`src/core/rsc_pkg.sv`:
```
// package: register map, cause flag layout and timing constants of the reset source controller
// Notes on behaviour
// - monitor enable bit 7 switches monitor
// - supply reset needs enable and selection
// - bit 6 shows live supply level
// - monitor bits 5:0 unused, writes ignored
// - low external pin puts device in reset
// - pin reset sets flag bit 0
// - stalled system clock causes reset
// - bit 2 enables detector, reads cause
// - internal resets never drive reset pin
// - bit 5 arms comparator, low output resets
// - comparator flag bit 5 only after comparator
// - watchdog on, system clock over 12
// - watchdog overflow resets, sets its flag
// - code access above limit resets device
// - memory error reset sets bit 6
// - writing bit 4 forces reset, flags it
// - usb select arms bus reset source
// - matching supply detect edge also resets
// - usb caused reset sets usb flag
// - power-on flag bit 1, clears otherwise
// - monitor enable set by power-on or bit 7 write
// - watchdog flag bit 3 after overflow
package rsc_pkg;
	localparam int unsigned ADDR_W   = 12;
	localparam int unsigned DATA_W   = 32;
	// printed offsets are indices; the bus sees four times them
	localparam logic [11:0] IDX_SMC  = 12'h0ff;
	localparam logic [11:0] IDX_RSR  = 12'h0ef;
	localparam logic [11:0] IDX_AUX  = 12'h010;
	localparam logic [11:0] ADR_SMC  = IDX_SMC << 2;
	localparam logic [11:0] ADR_RSR  = IDX_RSR << 2;
	localparam logic [11:0] ADR_AUX  = IDX_AUX << 2;
	// monitor control fields
	localparam int unsigned SMC_EN   = 7;
	localparam int unsigned SMC_STAT = 6;
	// reset source register fields
	localparam int unsigned RSR_POR  = 1;
	localparam int unsigned RSR_MCD  = 2;
	localparam int unsigned RSR_SW   = 4;
	localparam int unsigned RSR_CMP  = 5;
	localparam int unsigned RSR_USB  = 7;
	// auxiliary control fields
	localparam int unsigned AUX_POL  = 0;
	localparam int unsigned AUX_WOFF = 1;
	localparam logic        MON_RST  = 1'b1;
	localparam logic [3:0]  WDT_DIV  = 4'hc;
	localparam logic [3:0]  HOLD_CYC = 4'h4;
	localparam int unsigned CLK_HZ   = 50_000_000;
	localparam logic [31:0] ZERO32   = 32'h0000_0000;
	// cause flags, packed in register bit order 7..0
	typedef struct packed {
		logic usb;
		logic mem;
		logic cmp;
		logic sw;
		logic wdt;
		logic missing_clock_detector;
		logic por;
		logic pin;
	} rsc_flags_t;
	// pins sampled from outside the clock domain
	typedef struct packed {
		logic ext_n;
		logic sup_ok;
		logic cmp_out;
		logic vbus;
		logic clk_mon;
	} rsc_pins_t;
	typedef enum logic [0:0] {
		ST_RUN  = 1'b0,
		ST_HOLD = 1'b1
	} rsc_state_t;
endpackage

```
`src/core/rsc_top.sv`:
```
// reset source controller: merges reset requests, records causes, avalon register slave
//
// The implementer's own choice: register access over Avalon-MM.
`timescale 1ns/1ps
`default_nettype none
module rsc_top #(
	parameter int unsigned        CODE_AW    = 16,
	parameter logic [15:0]        CODE_LIMIT = 16'h7fff,
	parameter int unsigned        MCD_W      = 8,
	parameter logic [MCD_W-1:0]   MCD_TO     = 8'h64
) (
	input  wire logic                       core_clk,
	input  wire logic                       reset,
	input  wire logic [rsc_pkg::ADDR_W-1:0] avs_address,
	input  wire logic                       avs_read,
	input  wire logic                       avs_write,
	input  wire logic [rsc_pkg::DATA_W-1:0] avs_writedata,
	output var  logic [rsc_pkg::DATA_W-1:0] avs_readdata,
	output var  logic                       avs_waitrequest,
	input  wire logic                       ext_reset_pin_n_in,
	output var  logic                       ext_reset_pin_out,
	output var  logic                       ext_reset_pin_oe,
	input  wire logic                       supply_above_in,
	input  wire logic                       comparator_out_in,
	input  wire logic                       vbus_sense_in,
	input  wire logic                       system_clock_mon_in,
	input  wire logic                       wdt_overflow,
	input  wire logic                       usb_enabled,
	input  wire logic                       usb_bus_reset,
	input  wire logic                       prog_valid,
	input  wire logic [CODE_AW-1:0]         prog_addr,
	input  wire logic                       table_valid,
	input  wire logic [CODE_AW-1:0]         table_addr,
	input  wire logic                       fetch_valid,
	input  wire logic [CODE_AW-1:0]         fetch_addr,
	output var  logic                       sys_reset,
	output var  logic                       supply_monitor_on,
	output var  logic                       wdt_enable,
	output var  logic                       wdt_tick
);
	rsc_pkg::rsc_pins_t  s1_r, s2_r;
	rsc_pkg::rsc_flags_t req, cause_r, flags_r;
	rsc_pkg::rsc_state_t st_r;
	logic                waitreq_r, sys_reset_r, pin_oe_r, pin_out_r;
	logic [31:0]         rdata_r;
	logic                mon_en_r, sup_sel_r, mcd_en_r, cmp_en_r, usb_sel_r;
	logic                pol_r, wdt_en_r, wdt_tick_r, vbus_d_r, clkmon_d_r;
	logic [3:0]          wdt_div_r, hold_r;
	logic [MCD_W-1:0]    mcd_cnt_r;
	logic                wr_acc, hold_lvl, vbus_edge, any_req, pin_low;
	logic [1:0]          oe_hist_r;

	// true when an access lands above user code space
	function automatic logic over_limit(input logic v, input logic [CODE_AW-1:0] a);
		over_limit = v && (a > CODE_LIMIT);
	endfunction

	// one cause per reset; supply loss outranks the pin, edge events rank last
	function automatic rsc_pkg::rsc_flags_t pick(input rsc_pkg::rsc_flags_t q);
		rsc_pkg::rsc_flags_t c;
		c = '0;
		if (q.por)
			c.por = 1'b1;
		else if (q.pin)
			c.pin = 1'b1;
		else if (q.missing_clock_detector)
			c.missing_clock_detector = 1'b1;
		else if (q.cmp)
			c.cmp = 1'b1;
		else if (q.wdt)
			c.wdt = 1'b1;
		else if (q.mem)
			c.mem = 1'b1;
		else if (q.sw)
			c.sw = 1'b1;
		else
			c.usb = q.usb;
		return c;
	endfunction

	function automatic logic [7:0] reg_read(input logic [11:0] a);
		logic [7:0] d;
		d = '0;
		case (a)
			rsc_pkg::ADR_SMC:
			begin
				d[rsc_pkg::SMC_EN]   = mon_en_r;
				d[rsc_pkg::SMC_STAT] = s2_r.sup_ok; // live level
			end
			rsc_pkg::ADR_RSR:
				d = flags_r;                        // reads show causes
			rsc_pkg::ADR_AUX:
			begin
				d[rsc_pkg::AUX_POL]  = pol_r;
				d[rsc_pkg::AUX_WOFF] = !wdt_en_r;
			end
			default:
				d = '0;
		endcase
		return d;
	endfunction

	// two-stage synchroniser for every pin; only stage two is read
	always_ff @(posedge core_clk)
	begin
		s1_r <= {ext_reset_pin_n_in, supply_above_in, comparator_out_in, vbus_sense_in, system_clock_mon_in};
		s2_r <= s1_r;
		vbus_d_r   <= s2_r.vbus;
		clkmon_d_r <= s2_r.clk_mon;
	end

	// bus: answer one cycle after the request is seen, write lands when waitrequest is low
	always_ff @(posedge core_clk)
	begin
		if (reset)
		begin
			waitreq_r <= 1'b1;
			rdata_r   <= rsc_pkg::ZERO32;
		end
		else if (waitreq_r && (avs_read || avs_write))
		begin
			waitreq_r <= 1'b0;
			rdata_r   <= {24'h00_0000, reg_read(avs_address)};
		end
		else
			waitreq_r <= 1'b1;
	end

	// writes during a held reset are dropped so the enables stay cleared
	assign wr_acc    = avs_write && !waitreq_r && !sys_reset_r;
	assign vbus_edge = pol_r ? (s2_r.vbus && !vbus_d_r) : (!s2_r.vbus && vbus_d_r);

	// reset requests in flag layout
	always_comb
	begin
		req     = '0;
		req.por = mon_en_r && sup_sel_r && !s2_r.sup_ok;
		req.pin = pin_low;
		req.missing_clock_detector = mcd_en_r && (mcd_cnt_r == MCD_TO);
		req.cmp = cmp_en_r && !s2_r.cmp_out;
		req.wdt = wdt_en_r && wdt_overflow;
		req.mem = over_limit(prog_valid, prog_addr) || over_limit(table_valid, table_addr)
			|| over_limit(fetch_valid, fetch_addr);
		req.sw  = wr_acc && (avs_address == rsc_pkg::ADR_RSR) && avs_writedata[rsc_pkg::RSR_SW];
		req.usb = usb_sel_r && ((usb_enabled && usb_bus_reset) || vbus_edge);
	end
	assign any_req = |req;

	// drive history of the pin: the synced pin echoes our own pull for two edges after release
	always_ff @(posedge core_clk)
	begin
		if (reset)
			oe_hist_r <= 2'h3;
		else
			oe_hist_r <= {oe_hist_r[0], pin_oe_r};
	end

	// pin request ignored while we pull it ourselves, else a supply reset would hold itself
	// forever and chain into a false pin reset; an outside pull during it is lost
	assign pin_low = !s2_r.ext_n && !pin_oe_r && (oe_hist_r == 2'h0);

	// level causes keep the device held beyond the minimum width
	assign hold_lvl = pin_low || (cause_r.por && mon_en_r && !s2_r.sup_ok)
		|| (cause_r.cmp && !s2_r.cmp_out);

	// sequencer: enter on any request, leave after the hold and once levels clear
	always_ff @(posedge core_clk)
	begin
		if (reset)
		begin
			st_r        <= rsc_pkg::ST_HOLD;
			sys_reset_r <= 1'b1;
			cause_r     <= '{por: 1'b1, default: 1'b0};
			hold_r      <= rsc_pkg::HOLD_CYC;
			pin_oe_r    <= 1'b1;
			flags_r     <= '0;
		end
		else
		begin
			case (st_r)
				rsc_pkg::ST_RUN:
				if (any_req)
				begin
					st_r        <= rsc_pkg::ST_HOLD;
					sys_reset_r <= 1'b1;
					cause_r     <= pick(req);
					hold_r      <= rsc_pkg::HOLD_CYC;
					pin_oe_r    <= req.por;                 // only supply loss drives the pin
				end
				rsc_pkg::ST_HOLD:
				if (hold_r != 4'h0)
					hold_r <= hold_r - 4'h1;
				else if (!hold_lvl)
				begin
					st_r        <= rsc_pkg::ST_RUN;
					sys_reset_r <= 1'b0;
					pin_oe_r    <= 1'b0;
					flags_r     <= cause_r;
				end
				default:
					st_r <= rsc_pkg::ST_RUN;
			endcase
		end
	end

	// monitor enable: power-on or a bit 7 write sets it, other resets leave it
	always_ff @(posedge core_clk)
	begin
		if (reset)
			mon_en_r <= rsc_pkg::MON_RST;
		else if (wr_acc && avs_address == rsc_pkg::ADR_SMC)
			mon_en_r <= avs_writedata[rsc_pkg::SMC_EN]; // bits 5:0 dropped
	end

	// source enables: cleared by every reset, set by register writes
	always_ff @(posedge core_clk)
	begin
		if (reset || sys_reset_r)
		begin
			sup_sel_r <= 1'b0;
			mcd_en_r  <= 1'b0;
			cmp_en_r  <= 1'b0;
			usb_sel_r <= 1'b0;
			pol_r     <= 1'b0;
		end
		else if (wr_acc && avs_address == rsc_pkg::ADR_RSR)
		begin
			sup_sel_r <= avs_writedata[rsc_pkg::RSR_POR];
			mcd_en_r  <= avs_writedata[rsc_pkg::RSR_MCD];
			cmp_en_r  <= avs_writedata[rsc_pkg::RSR_CMP];
			usb_sel_r <= avs_writedata[rsc_pkg::RSR_USB];
		end
		else if (wr_acc && avs_address == rsc_pkg::ADR_AUX)
			pol_r <= avs_writedata[rsc_pkg::AUX_POL];
	end

	// watchdog: on after any reset, tick every twelfth clock
	always_ff @(posedge core_clk)
	begin
		if (reset || sys_reset_r)
		begin
			wdt_en_r   <= 1'b1;
			wdt_div_r  <= 4'h0;
			wdt_tick_r <= 1'b0;
		end
		else
		begin
			if (wr_acc && avs_address == rsc_pkg::ADR_AUX)
				wdt_en_r <= !avs_writedata[rsc_pkg::AUX_WOFF];
			wdt_tick_r <= wdt_en_r && (wdt_div_r == rsc_pkg::WDT_DIV - 4'h1);
			if (!wdt_en_r || wdt_div_r == rsc_pkg::WDT_DIV - 4'h1)
				wdt_div_r <= 4'h0;
			else
				wdt_div_r <= wdt_div_r + 4'h1;
		end
	end

	// clock-loss timer: core_clk is the free reference, the watched clock retriggers it
	always_ff @(posedge core_clk)
	begin
		if (reset || !mcd_en_r || (s2_r.clk_mon != clkmon_d_r))
			mcd_cnt_r <= '0;
		else if (mcd_cnt_r != MCD_TO)
			mcd_cnt_r <= mcd_cnt_r + 1'b1;
	end

	// pin is open drain: it only ever pulls low
	always_ff @(posedge core_clk)
		pin_out_r <= 1'b0;

	assign avs_readdata      = rdata_r;
	assign avs_waitrequest   = waitreq_r;
	assign ext_reset_pin_out = pin_out_r;
	assign ext_reset_pin_oe  = pin_oe_r;
	assign sys_reset         = sys_reset_r;
	assign supply_monitor_on = mon_en_r;
	assign wdt_enable        = wdt_en_r;
	assign wdt_tick          = wdt_tick_r;
endmodule
`default_nettype wire

```
`config.mk`:
```
export PLATFORM = sky130hd
export DESIGN_NAME = rsc_top
export DESIGN_NICKNAME = d
export VERILOG_FILES = /design/src/core/rsc_pkg.sv /design/src/core/rsc_top.sv
export SDC_FILE = /design/constraint.sdc
export NUM_CORES = 1
export LEC_CHECK = 0
export BUFFER_PORTS_ARGS = -buffer_cell sky130_fd_sc_hd__buf_2
export CAP_MARGIN = 20
export CORE_MARGIN = 4
export CORE_UTILIZATION = 47
export CTS_BUF_LIST = sky130_fd_sc_hd__clkbuf_2
export DETAILED_ROUTE_END_ITERATION = 12
export PLACE_DENSITY = 0.82
export SYNTH_ARGS = -nofsm -noshare
export SYNTH_HDL_FRONTEND = slang
export SYNTH_SLANG_ARGS = --single-unit
```
`constraint.sdc`:
```
create_clock -name core_clk -period 2.7 [get_ports core_clk]
set_input_delay 0.405 -clock core_clk [delete_from_list [all_inputs] [get_ports core_clk]]
set_output_delay 0.405 -clock core_clk [all_outputs]
set_load 0.005 [all_outputs]
```
# == Word-level counts from Yosys, hierarchy flattened ==
# Index checks and enable logic that the tools add are counted.
# word_totals
register_bits,66
in_bits,107
elab_cells,157
# classes
n_addsub,3
order_cmp,3
eq_ne,11
muxes,36
bitwise_logic,4
n_reduce_logical,55
# op_table
cell,count
greater-than comparator 16 x 15 -> 1 bit (second input constant),3
logical AND 1 bit,25
== test 12 x 10 -> 1 bit (second input constant),2
2-to-1 mux 1 bit,21
== test 12 x 7 -> 1 bit (second input constant),1
2-to-1 mux 4 bit,3
2-to-1 mux 6 bit,2
zero test 1 bit,11
logical OR 1 bit,10
adder 8 x 1 -> 8 bit (second input constant),1
== test 8 x 7 -> 1 bit (second input constant),1
inequality test 8 x 7 -> 1 bit (second input constant),1
case mux 2 bit (2 select lines),2
case mux 4 bit (2 select lines),1
OR reduction 8 bit,1
2-to-1 mux 2 bit,3
inequality test 2 bit (second input constant),3
case mux 1 bit (2 select lines),3
AND reduction 2 bit,3
AND reduction 3 bit,2
2-to-1 mux 5 bit,1
adder 4 x 1 -> 4 bit (second input constant),1
== test 4 bit (second input constant),1
inverter 1 bit,4
6 further kinds,6

# == Longest topological paths before layout ==
# Gate-level depths: netlist of the first run.
# depth
word_depth,12
depth_mapped,7

# == Least setup slack after synthesis of the first run ==
# No wires, ideal clock.
# synth_timing
path_type,input -> register
from,input avs_address[1] in the netlist's numbering
to,register cause_r[1] in the netlist's numbering
setup_time_ns,0.072
arrival_ns,2.183
required_ns,2.628
setup_slack_ns,0.446
path_stages,5
path_buffers,0
cell_sequence,or4_4 > or4_4 > o32a_4 > nand2_4 > mux2i_1
# synth_between
elab_chain_cells,5
# synth_rtl
item,line,rtl
"start, declared",rsc_top.sv:14,"input wire logic [rsc_pkg::ADDR_W-1:0] avs_address,"
== test 12 x 10 -> 1 bit,rsc_top.sv:144,req.sw = wr_acc && (avs_address == rsc_pkg::ADR_RSR) && avs_writedata[rsc_pkg::RSR_SW];
logical AND 1 bit (2 in series),rsc_top.sv:144,
OR reduction 8 bit,rsc_top.sv:147,assign any_req = |req;
AND reduction 2 bit (no source line),--,
"end signal, assigned",rsc_top.sv:186,cause_r <= pick(req);
"end, declared",rsc_top.sv:42,"rsc_pkg::rsc_flags_t req, cause_r, flags_r;"
# Every way passes these cells.
# A chain may end at the register's enable or synchronous reset.

# == Worst setup path after layout of the first run ==
# layout_timing
from,input avs_address[1] in the netlist's numbering
to,register cause_r[3] in the netlist's numbering
# The elaborated chain is that of the path after synthesis.

==> metrics.md, run 1 <==
| Metric | Value |
|---|---|
| Status | `completed` |
| ANT cells | `0` |
| CTS root buffer | `clkbuf_2` |
| Main combinational cell family by area after synthesis | `simple AND/OR/NAND/NOR gates` |
| Mean Syn Cell Area | `8.90 sq um` |
| Commonest cells in the netlist | `dfxtp_1 (66), nor2_1 (37), nand2_1 (28)` |
| LEAKAGE | `0.00132 uW` |
| Initial core utilization | `48.7%` |
| Post-synthesis xor/xnor area fraction | `3.04%` |
| DIE WIDTH | `86.3 microns` |
| Crit-path leading delay family | `simple AND/OR/NAND/NOR gates` |
| Tightest Pin Transition | `646 ps` |
| Max cap viols | `0` |
| Initial antenna violation count | `0` |
| Clock Path Buffers | `2` |
| First-pass GRT wire length | `10.0 mm` |
| Largest net degree at the start of global routing | `36` |
| Critical path buffers and inverters | `1` |
| Cell Chain, Critical Path | `buf_2 -> or4_4 -> or4_4 -> o32ai_2 -> o21ai_0 -> a21oi_1` |
| Switching Share | `29.6%` |
| Critical path endpoint | `cause_r[3]` |
| CP Max Fanout | `5` |
| Crit. End Element | `flop` |
| Number of port buffers | `49` |
| Post-synth top area share | `45.8%` |
| CTS sink cnt | `66` |
| Setup-failing EPs final | `0` |
| Final Cycle Share | `72.7%` |
| Hold depth | `3` |
| Share of cells above drive strength 1 | `20.5%` |
| Hpwl dp | `4.51 mm` |
| Worst hold path class | `in -> reg` |
| Internal | `1280 uW` |
| Clk_skew | `14.9 ps` |
| Num CTS Buffers | `9` |
| Gpl congestion | `0.825` |
| Register clock-pin slew on the reported worst setup and hold paths | `170 ps` |
| Number of synthesis warnings | `0` |
| Clk_lat worst skew | `470 ps` |
| Area delta synth->final | `13.5%` |
| Power share of the clock group | `24.2%` |
| Max Transition Viols Final | `0` |
| Seq/Total Area, Yosys | `45.8%` |
| # rows | `28` |
| Fmax | `510 MHz` |
| Reg-to-reg critical path startpoint | `mcd_cnt_r[0]` |
| CP max-delay cell | `or4_4` |
| Total wire length | `6.02 mm` |
| Most common cell on crit path | `or4_4` |
| Mapped Area | `0.00288 sq mm` |
| Worst vdd ir | `0.000382 V` |
| Flop2flop setup slack | `800 ps` |
| Cell taking the most area after synthesis | `dfxtp_1` |
| Critical Path Stages | `6` |
| Post-DR vias/cell | `5.18` |
| First drt pass iteration count | `4` |
| Required time of the critical path | `3110 ps` |
| Net Switching | `540 uW` |
| Number of global-route vias before repair | `2274` |
| Top FF cell, synth | `dfxtp_1` |
| RSZ-0062 raised after global routing | `false` |
| Max H-tree Level | `3` |
| GRT Util Overall | `16.8%` |
| Final worst-path setup slack | `738 ps` |
| Setup WS pre-CTS | `247 ps` |
| Top-Level Pins | `146` |
| Synth Area in Compound Gates | `11.9%` |
| Fin nets | `497` |
| Setup TNS | `0 ps` |
| Full die area | `0.00745 sq mm` |
| Critical setup path kind | `in -> reg` |
| FF-to-FF End | `sys_reset` |
| Hold Vio Cnt, Final | `0` |
| Normalized max-slew margin | `56.9%` |
| Worst R2R Path Depth | `7` |
| Gr ovfl total | `0` |
| Register share of total power | `59.7%` |
| Layout fillers | `558` |
| Startpoint types | `input pin` |
| Post-CTS Setup Repair Bufs | `0` |
| Fin crit period | `1960 ps` |
| Cell area power density | `557 mW/mm^2` |
| Post-Synth Adder-Cell Area | `1.74%` |
| Count leader, synth | `dfxtp_1` |
| Synth area leaders | `dfxtp_1 (46%), buf_4 (6.5%), nor2_1 (4.8%)` |
| Wire length per cell | `12.9 microns` |
| CTS tree | `done` |
| Vias | `2413` |
| Asr flop ratio synth | `0%` |
| Antenna Nets Post-Route | `0` |
| Library cells used by synthesis | `52` |
| Number of remaining DRC errors | `0` |
| Arrival time worst endpoint | `2380 ps` |
| Post-Synth Simple-Gate Area | `24.0%` |
| Placed instance area | `0.00315 sq mm` |
| DR iter-0 viols | `144` |
| Post-synthesis mux area share | `4.51%` |
| Synthesized instance count | `324` |
| Count of state elements after synthesis | `66` |
| Worst Setup SP | `avs_address[1]` |
| Die H | `86.3 microns` |
| Number of synthesized flops with an enable pin | `0` |
| Total power | `1820 uW` |
| Post-route cell area | `0.00327 sq mm` |
| Slowest cell delay on critical path | `570 ps` |
| Combinational Power Share | `16.1%` |
| Core Area | `0.00592 sq mm` |
-- per-layer routing --
layer  vias to the layer above  track usage, %  routed length [microns]
met4                         0            6.80                       85
met2                        79            27.1                     2830
li1                       1219               -                        -
met1                      1104            21.5                     2690
met5                         -               0                        0
met3                        11            4.56                      409
-- worst min path at each step --
| stage | start | endpoint | slack [ps] |
|---|---|---|---|
| global placement | s1_r[0] | s2_r[0] | 310 |
| finish | avs_writedata[0] | pol_r | 150 |
| CTS | comparator_out_in | s1_r[2] | 2 |
| detailed placement | s1_r[4] | s2_r[4] | 310 |
| floorplan | s1_r[0] | s2_r[0] | 310 |
| global route | avs_writedata[5] | cmp_en_r | 110 |
-- worst reg2reg max path: stages, from the launching register on --
cell	delay, ps
dfxtp_1	440
inv_1	70
ha_1	190
and4_1	220
nand3_1	230
a31o_2	300
nand2_4	110
a211o_1	270
-- cells by family (layout without fill, tap and decap cells) --
kind of cell,after synthesis,in the layout
xor+xnor,10,10
buf+inv,43,86
fa+ha+maj,4,4
mux,13,13
flops,66,66
simple gates,136,136
other cells,1,25
compound gates,51,51
-- area by class of cell --
type | count | area (sq um) | area share [%]
clock buffers | 11 | 55.1 | 1.68
clock inverters | 5 | 21.3 | 0.650
inverters | 10 | 37.5 | 1.15
multi-input cells | 239 | 1400 | 42.9
flip-flops and latches | 66 | 1320 | 40.4
well taps | 75 | 93.8 | 2.87
repair buffers | 60 | 340 | 10.4
-- timing repair --
item,CTS,global route
endpoints found under the hold margin,2,3
hold buffers,2,3
resized for setup,0,0
-- power groups by stage --
stage / clock, uW / combinational, uW / sequential [uW]
after floorplan: 0 / 230 / 1090
after global placement: 0 / 275 / 1110
after detailed placement: 0 / 284 / 1110
after CTS: 454 / 289 / 1090
after global routing: 508 / 329 / 1100
final: 441 / 293 / 1090
-- metrics by stage --
stage / utilization [%] / cells / hold slack [ps]
CTS: 54.8 / 463 / 1.86
global route: 55.3 / 466 / 108
detailed placement: 53.1 / 445 / 315
floorplan: - / 348 / 310
finish: 55.3 / 466 / 153
global placement: 53.1 / 445 / 310
-- cell usage in the layout (no fill, tap or decap), drive strengths merged, types with 5 or more instances in the layout --
| cell | netlist | routed |
|---|---|---|
| nor4 | 5 | 5 |
| nand2 | 29 | 29 |
| mux2i | 13 | 13 |
| xor2 | 5 | 5 |
| conb | 1 | 25 |
| buf | 25 | 55 |
| or2 | 5 | 5 |
| or4 | 5 | 5 |
| clkinv | 1 | 6 |
| nor3 | 9 | 9 |
| nand3 | 22 | 22 |
| nor2 | 38 | 38 |
| dlygate4sd3 | 0 | 5 |
| inv | 9 | 9 |
| xnor2 | 5 | 5 |
| a21oi | 20 | 20 |
| o21ai | 12 | 12 |
| clkbuf | 8 | 11 |
| dfxtp | 66 | 66 |
-- registers in the layout, indices dropped and copies added, names as in the netlist, 2 cells and up --
signal and cells:
oe_hist_r 2, wdt_div_r 4, mcd_cnt_r 8, s1_r 5, cause_r 8, avs_readdata 8, s2_r 5, hold_r 4
flags_r 8
No activity file was read; power rests on OpenSTA's default activity.
==> run 2, diff against run 1 <==
Settings changed: CORE_UTILIZATION 47 to 42, PLACE_DENSITY 0.82 to 0.78.
Clock period 2.7 ns to 1.8 ns, I/O delays scaled along.
==> run 2 against run 1 <==
Effect of this change:
- clock-buffer cell count fell by 1
- die area rose by 11%
- clock skew rose by 9.7 ps
- sequential power rose by 49%
- clock power rose by 49%
- critical path depth rose by 1
- hold slack got worse by 110 ps
- sequential cell count did not move
- power rose by 54%
- largest cell class unchanged
- highest routed layer unchanged
==> metrics.md, run 2 (synthesis results as in run 1) <==
| Metric | Value |
|---|---|
| Status | `completed` |
| Register clock-pin slew on the reported worst setup and hold paths | `160 ps (about the same)` |
| Clk_skew | `24.6 ps (+9.71 ps)` |
| CP Max Fanout | `4 (-1)` |
| Gpl congestion | `0.881 (+6.7%)` |
| Vias | `2500 (+3.6%)` |
| Register share of total power | `57.8% (-1.9 points)` |
| Combinational Power Share | `18.9% (+2.8 points)` |
| Share of cells above drive strength 1 | `24.9% (+4.4 points)` |
| # rows | `29 (+3.6%)` |
| Wire length per cell | `13.2 microns (+2.0%)` |
| Antenna Nets Post-Route | `0 (unchanged)` |
| Max H-tree Level | `3 (unchanged)` |
| Fin crit period | `1690 ps` |
| Initial core utilization | `44.4% (-4.3 points)` |
| Required time of the critical path | `2210 ps (-900 ps)` |
| Net Switching | `841 uW (+56%)` |
| Arrival time worst endpoint | `2100 ps (-280 ps)` |
| Area delta synth->final | `20.7%` |
| Full die area | `0.00825 sq mm (+11%)` |
| Crit. End Element | `flop` |
| Worst vdd ir | `0.000455 V (+19%)` |
| Number of port buffers | `49 (unchanged)` |
| CTS root buffer | `clkbuf_2` |
| Total wire length | `6.42 mm (+6.6%)` |
| DR iter-0 viols | `113 (-22%)` |
| Register area | `0.00132 sq mm (about the same)` |
| Fmax | `591 MHz` |
| Most frequent cells in the layout | `dfxtp_1 (65), buf_2 (49), nor2_1 (37)` |
| Top-Level Pins | `146 (unchanged)` |
| Post-DR vias/cell | `5.13 (-0.86%)` |
| First-pass GRT wire length | `10.5 mm (+4.9%)` |
| Fin nets | `517 (+4.0%)` |
| Clock Path Buffers | `2 (unchanged)` |
| Gr ovfl total | `0 (unchanged)` |
| CTS sink cnt | `66 (unchanged)` |
| Power share of the clock group | `23.3% (-0.9 points)` |
| Die H | `90.8 microns (+5.2%)` |
| Largest net degree at the start of global routing | `20 (-44%)` |
| Setup TNS | `0 ps (unchanged)` |
| Final Cycle Share | `93.9%` |
| Number of global-route vias before repair | `2325 (+2.2%)` |
| GRT Util Overall | `15.9% (-0.98 points)` |
| Clk_lat worst skew | `510 ps (+40 ps)` |
| Switching Share | `30.0% (+0.40 points)` |
| Number of remaining DRC errors | `0 (unchanged)` |
| Commonest non-fill, non-tap cell in the layout | `dfxtp_1` |
| Hpwl dp | `4.84 mm (+7.3%)` |
| Post-CTS Setup Repair Bufs | `0 (unchanged)` |
| Num CTS Buffers | `9 (unchanged)` |
| Setup-failing EPs final | `0 (unchanged)` |
| Worst hold path class | `in -> reg` |
| Internal | `1960 uW (+53%)` |
| Core Area | `0.00649 sq mm (+9.7%)` |
| ANT cells | `0 (unchanged)` |
| Hold Vio Cnt, Final | `0 (unchanged)` |
| Post-route cell area | `0.00348 sq mm (+6.3%)` |
| First drt pass iteration count | `4 (unchanged)` |
| Critical setup path kind | `reg -> reg` |
| Area of the multi-input gates | `0.00144 sq mm (+2.9%)` |
| CTS tree | `done` |
| Max cap viols | `0 (unchanged)` |
| Initial antenna violation count | `0 (unchanged)` |
| Placed instance area | `0.00325 sq mm (+3.4%)` |
| Startpoint types | `flop` |
| Max Transition Viols Final | `0 (unchanged)` |
| LEAKAGE | `0.00141 uW (+7.1%)` |
| Cell area power density | `806 mW/mm^2 (+45%)` |
| DIE WIDTH | `90.8 microns (+5.2%)` |
| Layout fillers | `587 (+5.2%)` |
[run 2: power by group through the flow]
| stage | Combinational (uW) | Sequential, uW | Clock, uW |
|---|---|---|---|
| 2_1_floorplan | 346 | 1640 | 0 |
| 3_3_place_gp | 452 | 1650 | 0 |
| 4_1_cts | 484 | 1620 | 682 |
| 6_report | 529 | 1620 | 655 |
| 5_1_grt | 596 | 1630 | 737 |
| 3_5_place_dp | 468 | 1650 | 0 |
[run 2: final cells by class]
class	count	share of cell area, %
multi-input cells	239	41.5
flip-flops and latches	66	38.0
repair buffers	80	14.6
well taps	77	2.77
clock buffers	10	1.44
inverters	10	1.08
clock inverters	5	0.647
[run 2: final timing paths]
path | startpoint | end | slack, ps | cells past startpoint
min | avs_writedata[0] | pol_r | 40 | 3
min reg2reg | s1_r[0] | s2_r[0] | 330 | 0
max reg2reg | hold_r[0] | st_r | 110 | 7
max | hold_r[0] | st_r | 110 | 7
[run 2: worst max-delay path: stages (launching register included)]
cell,delay [ps]
dfxtp_1,360
inv_1,80
ha_2,210
nand2_2,100
a2111oi_4,390
buf_4,220
a21oi_1,40
or2_1,200
[run 2: per-stage QoR]
step	power (uW)	util, %	hold WS, ps	setup WS (ps)	cells
final	2800	53.6	43.6	109	487
after global routing	2960	53.6	10.0	-1.39	487
after CTS	2790	52.6	6.96	19.0	485
after detailed placement	2120	50.1	312	-328	461
after global placement	2100	50.1	311	-310	461
after floorplan	1980	-	298	-140	348
[run 2: timing repair]
item	4_1_cts	5_1_grt
hold buffers	9	1
resized for setup	0	15
endpoints found under the setup margin	0	18
endpoints found under the hold margin	9	1
[run 2: metal layers]
| metal | vias to the layer above | GRT usage [%] | part of all wire [%] |
|---|---|---|---|
| met4 | 0 | 7.54 | 2.4 |
| li1 | 1258 | - | - |
| met5 | - | 0 | 0 |
| met3 | 16 | 5.08 | 6.5 |
| met1 | 1149 | 18.8 | 44 |
| met2 | 77 | 25.9 | 47 |
